**config.mk**
```make
export PLATFORM = sky130hd
export DESIGN_NAME = ptc_timer
export DESIGN_NICKNAME = d
export VERILOG_FILES = /design/src/design/ptc_pkg.sv /design/src/design/ptc_counter.sv /design/src/design/ptc_timer.sv
export VERILOG_INCLUDE_DIRS = /design/src /design/src/design
export SDC_FILE = /design/constraint.sdc
export NUM_CORES = 1
export LEC_CHECK = 0
export ABC_AREA = 1
export BUFFER_PORTS_ARGS = -buffer_cell sky130_fd_sc_hd__buf_2
export CAP_MARGIN = 20
export CELL_PAD_IN_SITES_DETAIL_PLACEMENT = 1
export CELL_PAD_IN_SITES_GLOBAL_PLACEMENT = 1
export CORE_ASPECT_RATIO = 0.75
export CORE_MARGIN = 2
export CORE_UTILIZATION = 41
export DETAILED_ROUTE_END_ITERATION = 10
export MAX_ROUTING_LAYER = met4
export PLACE_DENSITY_LB_ADDON = 0.1
export REMOVE_ABC_BUFFERS = 1
export SYNTH_ARGS = -nofsm -noshare
export SYNTH_HDL_FRONTEND = slang
export SYNTH_SLANG_ARGS = --single-unit
```
**constraint.sdc**
```tcl
create_clock -name sys_clk_in -period 1.65 [get_ports sys_clk_in]
set_input_delay 0 -clock sys_clk_in [delete_from_list [all_inputs] [get_ports sys_clk_in]]
set_output_delay 0 -clock sys_clk_in [all_outputs]
set_load 0.005 [all_outputs]
```
**src/design/ptc_consts.svh**
```systemverilog
`ifndef PTC_CONSTS_SVH
`define PTC_CONSTS_SVH

// register offsets
`define PTC_ADDR_W          4
`define PTC_OFF_CTL0        4'h0
`define PTC_OFF_CTL1        4'h1
`define PTC_OFF_CMPA_L      4'h2
`define PTC_OFF_CMPA_H      4'h3
`define PTC_OFF_PER_L       4'h4
`define PTC_OFF_PER_H       4'h5
`define PTC_OFF_CNT_L       4'h6
`define PTC_OFF_CNT_H       4'h7
`define PTC_OFF_IRQ_STAT    4'h8
`define PTC_OFF_IRQ_EN      4'h9
`define PTC_OFF_IRQ_CLR     4'hA

// control 0 fields
`define PTC_C0_ON_BIT       3
// control 1 fields
`define PTC_C1_MODE_HI      7
`define PTC_C1_MODE_LO      6
`define PTC_C1_IO_HI        5
`define PTC_C1_IO_LO        4
`define PTC_C1_OLS_BIT      3
`define PTC_C1_INV_BIT      2
`define PTC_C1_RSV_BIT      1
`define PTC_C1_CLR_BIT      0
`define PTC_C1_RESET        8'h00

// interrupt status bits
`define PTC_IRQ_MATCH_A     0
`define PTC_IRQ_MATCH_P     1
`define PTC_IRQ_OVF         2

// counter
`define PTC_CNT_W           10
`define PTC_CNT_MAX         10'h3FF
`define PTC_CNT_ZERO        10'h000
`define PTC_CNT_ONE         10'h001

`endif

```
**src/design/ptc_pkg.sv**
```systemverilog
package ptc_pkg;

    typedef enum logic [1:0] {
        PTC_MODE_CMP   = 2'b00,
        PTC_MODE_UNDEF = 2'b01,
        PTC_MODE_PWM   = 2'b10,
        PTC_MODE_TMR   = 2'b11
    } ptc_mode_t;

    typedef struct packed {
        logic [3:0] addr;
        logic [7:0] wdata;
        logic       wr;
        logic       rd;
    } ptc_bus_req_t;

    typedef enum logic [1:0] {
        PTC_PS_IDLE = 2'b00,
        PTC_PS_WAIT = 2'b01,
        PTC_PS_HIGH = 2'b11,
        PTC_PS_DONE = 2'b10
    } ptc_pulse_t;

    typedef struct packed {
        logic [9:0] cnt;
        logic       ovf;
    } ptc_cnt_st_t;

endpackage : ptc_pkg

```
**src/design/ptc_counter.sv**
```systemverilog
`include "ptc_consts.svh"

module ptc_counter (
    input  wire logic                 sys_clk_in,
    input  wire logic                 rst_n_in,
    input  wire logic                 run_in,
    input  wire logic                 start_in,
    input  wire logic                 clear_in,
    output ptc_pkg::ptc_cnt_st_t      st_out
);
    import ptc_pkg::*;

    ptc_cnt_st_t st_r;
    ptc_cnt_st_t st_nxt;

    // ------------------------------------------------------------
    // 10-bit up counter with wrap
    // ------------------------------------------------------------
    always_comb begin
        st_nxt     = st_r;
        st_nxt.ovf = 1'b0;
        if (start_in || clear_in) begin
            st_nxt.cnt = `PTC_CNT_ZERO;
        end else if (run_in) begin
            st_nxt.cnt = st_r.cnt + `PTC_CNT_ONE;
            st_nxt.ovf = (st_r.cnt == `PTC_CNT_MAX);
        end
    end

    always_ff @(posedge sys_clk_in or negedge rst_n_in) begin
        if (!rst_n_in) begin
            st_r <= '0;
        end else begin
            st_r <= st_nxt;
        end
    end

    assign st_out = st_r;

endmodule : ptc_counter

```
**src/design/ptc_timer.sv**
```systemverilog
`include "ptc_consts.svh"

module ptc_timer (
    input  wire logic                 sys_clk_in,
    input  wire logic                 rst_n_in,
    input  wire logic [3:0]           addr_in,
    input  wire logic [7:0]           wdata_in,
    input  wire logic                 wr_in,
    input  wire logic                 rd_in,
    output logic      [7:0]           rdata_out,
    output logic                      timer_output_pin_out,
    output logic                      irq_out
);
    import ptc_pkg::*;

    typedef struct packed {
        logic       counter_on;
        logic [7:0] ctl1;
        logic [9:0] cmpa;
        logic [9:0] per;
        logic [2:0] irq_stat;
        logic [2:0] irq_en;
        logic       level;
        logic       pulse_act;
        logic       pin;
        logic [7:0] rdata;
        logic       irq;
    } ptc_state_t;

    ptc_state_t   st_r;
    ptc_state_t   st_nxt;
    ptc_bus_req_t req;
    ptc_cnt_st_t  cnt_st;
    ptc_mode_t    mode;
    logic [1:0]   io_sel;
    logic         start;
    logic         match_a;
    logic         match_p;
    logic         clr_cnt;
    logic         out_pre;
    logic         pwm_wave;
    logic         on_nxt;

    // ------------------------------------------------------------
    // decode
    // ------------------------------------------------------------
    assign req     = '{addr: addr_in, wdata: wdata_in, wr: wr_in, rd: rd_in};
    assign mode    = ptc_mode_t'(st_r.ctl1[`PTC_C1_MODE_HI:`PTC_C1_MODE_LO]);
    assign io_sel  = st_r.ctl1[`PTC_C1_IO_HI:`PTC_C1_IO_LO];
    assign on_nxt  = (req.wr && req.addr == `PTC_OFF_CTL0) ?
                     req.wdata[`PTC_C0_ON_BIT] : st_r.counter_on;
    assign start   = on_nxt && !st_r.counter_on;
    assign match_a = st_r.counter_on && (cnt_st.cnt == st_r.cmpa)
                     && (st_r.cmpa != `PTC_CNT_ZERO);
    assign match_p = st_r.counter_on && (cnt_st.cnt == st_r.per)
                     && (st_r.per != `PTC_CNT_ZERO);

    // ------------------------------------------------------------
    // counter clear source
    // ------------------------------------------------------------
    always_comb begin
        if (mode == PTC_MODE_PWM) begin
            clr_cnt = match_p;
        end else if (st_r.ctl1[`PTC_C1_CLR_BIT]) begin
            clr_cnt = match_a;
        end else begin
            clr_cnt = match_p; // clears on period match; wraps to zero at overflow when per is zero
        end
    end

    ptc_counter u_counter (
        .sys_clk_in (sys_clk_in),
        .rst_n_in   (rst_n_in),
        .run_in     (st_r.counter_on),
        .start_in   (start),
        .clear_in   (clr_cnt),
        .st_out     (cnt_st)
    );

    // ------------------------------------------------------------
    // pwm waveform
    // ------------------------------------------------------------
    always_comb begin
        case (io_sel)
            2'b00:   pwm_wave = !st_r.ctl1[`PTC_C1_OLS_BIT];
            2'b01:   pwm_wave = st_r.ctl1[`PTC_C1_OLS_BIT];
            2'b10:   pwm_wave = (cnt_st.cnt < st_r.cmpa) ? st_r.ctl1[`PTC_C1_OLS_BIT]
                                : !st_r.ctl1[`PTC_C1_OLS_BIT];
            default: pwm_wave = st_r.pulse_act ? st_r.ctl1[`PTC_C1_OLS_BIT]
                                : !st_r.ctl1[`PTC_C1_OLS_BIT];
        endcase
    end

    // ------------------------------------------------------------
    // state update
    // ------------------------------------------------------------
    always_comb begin
        st_nxt            = st_r;
        st_nxt.counter_on = on_nxt;
        st_nxt.rdata      = 8'h00;
        if (req.wr) begin
            case (req.addr)
                `PTC_OFF_CTL1:     st_nxt.ctl1 = req.wdata;
                `PTC_OFF_CMPA_L:   st_nxt.cmpa[7:0] = req.wdata;
                `PTC_OFF_CMPA_H:   st_nxt.cmpa[9:8] = req.wdata[1:0];
                `PTC_OFF_PER_L:    st_nxt.per[7:0] = req.wdata;
                `PTC_OFF_PER_H:    st_nxt.per[9:8] = req.wdata[1:0];
                `PTC_OFF_IRQ_EN:   st_nxt.irq_en = req.wdata[2:0];
                `PTC_OFF_IRQ_CLR:  st_nxt.irq_stat = st_r.irq_stat & ~req.wdata[2:0];
                default:           st_nxt.ctl1 = st_r.ctl1;
            endcase
        end
        if (req.rd) begin
            case (req.addr)
                `PTC_OFF_CTL0:     st_nxt.rdata = {4'h0, st_r.counter_on, 3'h0};
                `PTC_OFF_CTL1:     st_nxt.rdata = st_r.ctl1;
                `PTC_OFF_CMPA_L:   st_nxt.rdata = st_r.cmpa[7:0];
                `PTC_OFF_CMPA_H:   st_nxt.rdata = {6'h00, st_r.cmpa[9:8]};
                `PTC_OFF_PER_L:    st_nxt.rdata = st_r.per[7:0];
                `PTC_OFF_PER_H:    st_nxt.rdata = {6'h00, st_r.per[9:8]};
                `PTC_OFF_CNT_L:    st_nxt.rdata = cnt_st.cnt[7:0];
                `PTC_OFF_CNT_H:    st_nxt.rdata = {6'h00, cnt_st.cnt[9:8]};
                `PTC_OFF_IRQ_STAT: st_nxt.rdata = {5'h00, st_r.irq_stat};
                `PTC_OFF_IRQ_EN:   st_nxt.rdata = {5'h00, st_r.irq_en};
                default:           st_nxt.rdata = 8'h00;
            endcase
        end
        // sticky events, set wins over clear
        if (match_a) begin
            st_nxt.irq_stat[`PTC_IRQ_MATCH_A] = 1'b1;
        end
        if (match_p && !(mode != PTC_MODE_PWM && st_r.ctl1[`PTC_C1_CLR_BIT])) begin
            st_nxt.irq_stat[`PTC_IRQ_MATCH_P] = 1'b1;
        end
        if (cnt_st.ovf) begin
            st_nxt.irq_stat[`PTC_IRQ_OVF] = 1'b1;
        end
        // output level per mode
        if (start) begin
            st_nxt.level     = st_r.ctl1[`PTC_C1_OLS_BIT];
            st_nxt.pulse_act = (mode == PTC_MODE_PWM) && (io_sel == 2'b11);
        end else begin
            if (mode == PTC_MODE_CMP && match_a) begin
                case (io_sel)
                    2'b01:   st_nxt.level = 1'b0;
                    2'b10:   st_nxt.level = 1'b1;
                    2'b11:   st_nxt.level = !st_r.level;
                    default: st_nxt.level = st_r.level;
                endcase
            end
            if (match_a || !on_nxt) begin
                st_nxt.pulse_act = 1'b0;
            end
        end
        case (mode)
            PTC_MODE_CMP: out_pre = st_r.level;
            PTC_MODE_PWM: out_pre = st_r.counter_on ? pwm_wave
                                    : !st_r.ctl1[`PTC_C1_OLS_BIT];
            default:      out_pre = 1'b0;
        endcase
        if (mode == PTC_MODE_TMR || mode == PTC_MODE_UNDEF) begin
            st_nxt.pin = 1'b0;
        end else begin
            st_nxt.pin = out_pre ^ st_r.ctl1[`PTC_C1_INV_BIT];
        end
        st_nxt.irq = |(st_nxt.irq_stat & st_r.irq_en);
    end

    always_ff @(posedge sys_clk_in or negedge rst_n_in) begin
        if (!rst_n_in) begin
            st_r <= '0;
        end else begin
            st_r <= st_nxt;
        end
    end

    assign rdata_out            = st_r.rdata;
    assign timer_output_pin_out = st_r.pin;
    assign irq_out              = st_r.irq;

endmodule : ptc_timer

```
==> impl_results.md <==
- Final nets: 530
- Worst Max-Slew Pin Slew: roughly 0.43 ns
- Final WS setup: -0.145 ns
- Drt pass-1 iters: 4
- Num CTS Buffers: 9
- Yosys top cell area share: 0.433
- Initial antenna violation count: 0
- Register area share after synthesis: 0.433
- Sequential fraction of design power: 0.346
- Clock Pin Slew Worst Setup and Hold Paths: approximately 0.080 ns
- H-tree levels: 3
- Layout cells sized above 1: 0.342
- YS warnings: 0
- Hold Crit Class: primary input to flip-flop
- Main synth FF type: dfrtp_1
- Commonest non-fill, non-tap cell in the layout: nand2_1
- Switching part of the total: 0.379
- Largest net degree at the start of global routing: 59
- Crit end category: flip-flop
- Critical path arrival: 2.07 ns
- N_diodes: 0
- Most frequent cells in the layout: 75 x nand2_1, 56 x dfrtp_1, 48 x inv_1, 46 x buf_4, 29 x o21ai_0
- Combinational power share: 0.414
- Effective utilization at floorplan: 0.424
- F_max: around 0.56 GHz
- Port Buffers: 25
- PD cells: between 1000 and 1500 nW/um^2
- CTS Buffer Depth: 2
- Vias: roughly 3200
- Initial drt markers: between 150 and 200
- ANT nets after route: 0
- Peak supply drop: between 0.4 and 0.5 mV
- Vias in the first global route: 3287
- Multi-input gate area: 1750 um^2
- Worst Path Max Fanout: 6
- Slew margin rel.: 0.709
- Netlist cell types: 34
- Worst EP required: 1.92 ns
- Syn-to-layout area delta: 33.0%
- GPL Wtd Cong: around 0.9
- Gate Count Post-Synth: ~410
- Sequential Area: 1450 um^2
- Min cycle time layout: 1.79 ns
- Final wirelength: between 10 and 15 mm
- Clk_lat worst skew: about 0.35 ns
- Clock Power Share: 0.239
- Number of vias per cell: between 5 and 6
- CTS tree: yes
- Unrepaired setup endpoints after global routing: true
- Switching Power: about 2.2 mW
- Failing checks: setup timing
- Fin util: 0.564
- Clock tree skew after final layout: approximately 0.012 ns
- # DRC: 0
- DR WL/cell: 19.0 um
- Die Wd: roughly 110 um
- FP Rows: 28
- Max_cap viols: 0
- CTS Root Cell: clkbuf_8
- CTS Sinks: 58
- Setup violators final: 15
- Slew Viols, Final: 0
- Setup_tns: -1.71 ns
- EDFF count, synth: 0
- Post-Syn Area: 3360 um^2
- First-pass GRT wire length: roughly 18 mm
- Die ar.: 8930 um^2
- Worst hold slack: 0.0720 ns
- Async SR Flop Fraction: 1.00
- Grt total ovfl: 0
- Core ar.: slightly below 8000 um^2
- Tot GR Track Use: 0.282
- Part of the cycle the worst path needs: 1.09
- WS Path Type: flip-flop to flip-flop
- Status: complete, but fails checks
- # IOs: 26
- Final hold viol count: 0
- LEAKAGE: between 2 and 2.5 nW
- Yosys top cell by area: dfrtp_1
- Fill cells: approximately 960
- Syn_area_per_cell: 8.11 um^2
- Die Height: 82.4 um
- Critical Path Start Type: flip-flop
- Hpwl dp: around 8.4 mm
- Int Power: approximately 3.7 mW
- Area contributors post-synth: dfrtp_1 43%, nand2_1 9.5%, inv_1 6.6%
- Post-synthesis register bit count: 58
==> registers in the layout, summed over array words and instances (netlist names) <==
signal                count
timer_output_pin_out      1
mode                      2
u_counter.st_out         11
io_sel                    2
rdata_out                 8
st_r                     33
irq_out                   1
==> routing by layer <==
metal / up-vias / routed length, um / GRT usage
met3: 15 / 597 / 0.0495
met4: 0 / 180 / 0.0821
li1: 1515 / - / -
met5: - / 0 / -
met1: 1619 / 5580 / 0.382
met2: 87 / 5190 / 0.436
==> synth_stat cells (4+ instances only) <==
master	n
inv_1	59
a21oi_1	12
nand4_1	4
nor3_1	4
nand2_1	85
o21ai_0	29
nand3_1	15
a221oi_1	5
o22ai_1	11
nand2_2	7
xor2_1	5
ha_1	15
buf_4	8
inv_2	9
o21ai_1	19
nor2_2	8
dfrtp_1	58
nor2_1	31
==> logic make-up after synthesis <==
group,Yosys count,share of synthesized area
AO/OA/AOI/OAI,83,0.140
XOR/XNOR,8,0.0209
AND/OR/NAND/NOR,169,0.246
buffers and inverters,81,0.105
adder cells (fa/ha/maj),15,0.0559
flip-flops,58,0.433
==> power groups by stage <==
stage                     Combinational (mW)  Sequential (mW)  Clock [mW]
after global placement                  1.93             2.01           0
final                                   2.44             2.04        1.41
after CTS                               2.16             2.01        1.43
after detailed placement                1.98             2.02           0
after floorplan                         1.07             2.01           0
after global routing                    2.68             2.07        1.49
==> final timing paths <==
kind                                       end  slack [ns]  cells after the start      from
setup / recovery           u_counter.st_out[6]       -0.14                     11  st_r[31]
max in group asynchronous  u_counter.st_out[6]        1.18                      3  rst_n_in
hold / removal                    rdata_out[3]        0.07                      3     rd_in
min in group asynchronous         rdata_out[4]        0.19                      3  rst_n_in
setup reg to reg           u_counter.st_out[6]       -0.14                     11  st_r[31]
hold reg to reg                        irq_out        0.52                      2  st_r[12]
==> layout make-up <==
cell class / instances / area share
inverters: 68 / 0.0572
well taps: 105 / 0.0294
multi-input cells: 275 / 0.391
flip-flops and latches: 58 / 0.326
clock buffers: 13 / 0.0379
repair buffers: 87 / 0.150
clock inverters: 2 / 0.00785
==> metrics by stage <==
step,power [mW],cell area [um^2],instances,setup WS (ns)
global route,6.24,4460,608,-0.293
global placement,3.94,3880,576,-0.248
finish,5.88,4460,608,-0.145
detailed placement,4.00,3880,576,-0.299
floorplan,3.08,3260,401,-0.0385
CTS,5.60,4270,602,-0.135
==> what timing repair did <==
action	in CTS	in global routing
endpoints found under the hold margin	77	0
setup buffers	2	5
hold buffers	9	0
cloned	0	1
pin swaps	5	16
gates resized for setup	20	32
endpoints found under the setup margin	16	17
==> critical path, cell delays in order, from the launching register on <==
cell     delay, ns
dfrtp_1       0.40
inv_2         0.08
buf_4         0.12
nand3_2       0.08
nor4_2        0.24
inv_1         0.10
nand2_2       0.13
inv_2         0.05
nand2_2       0.07
nand3_4       0.12
buf_12        0.17
nor3b_2       0.14
(Power assumes the default switching activity.)
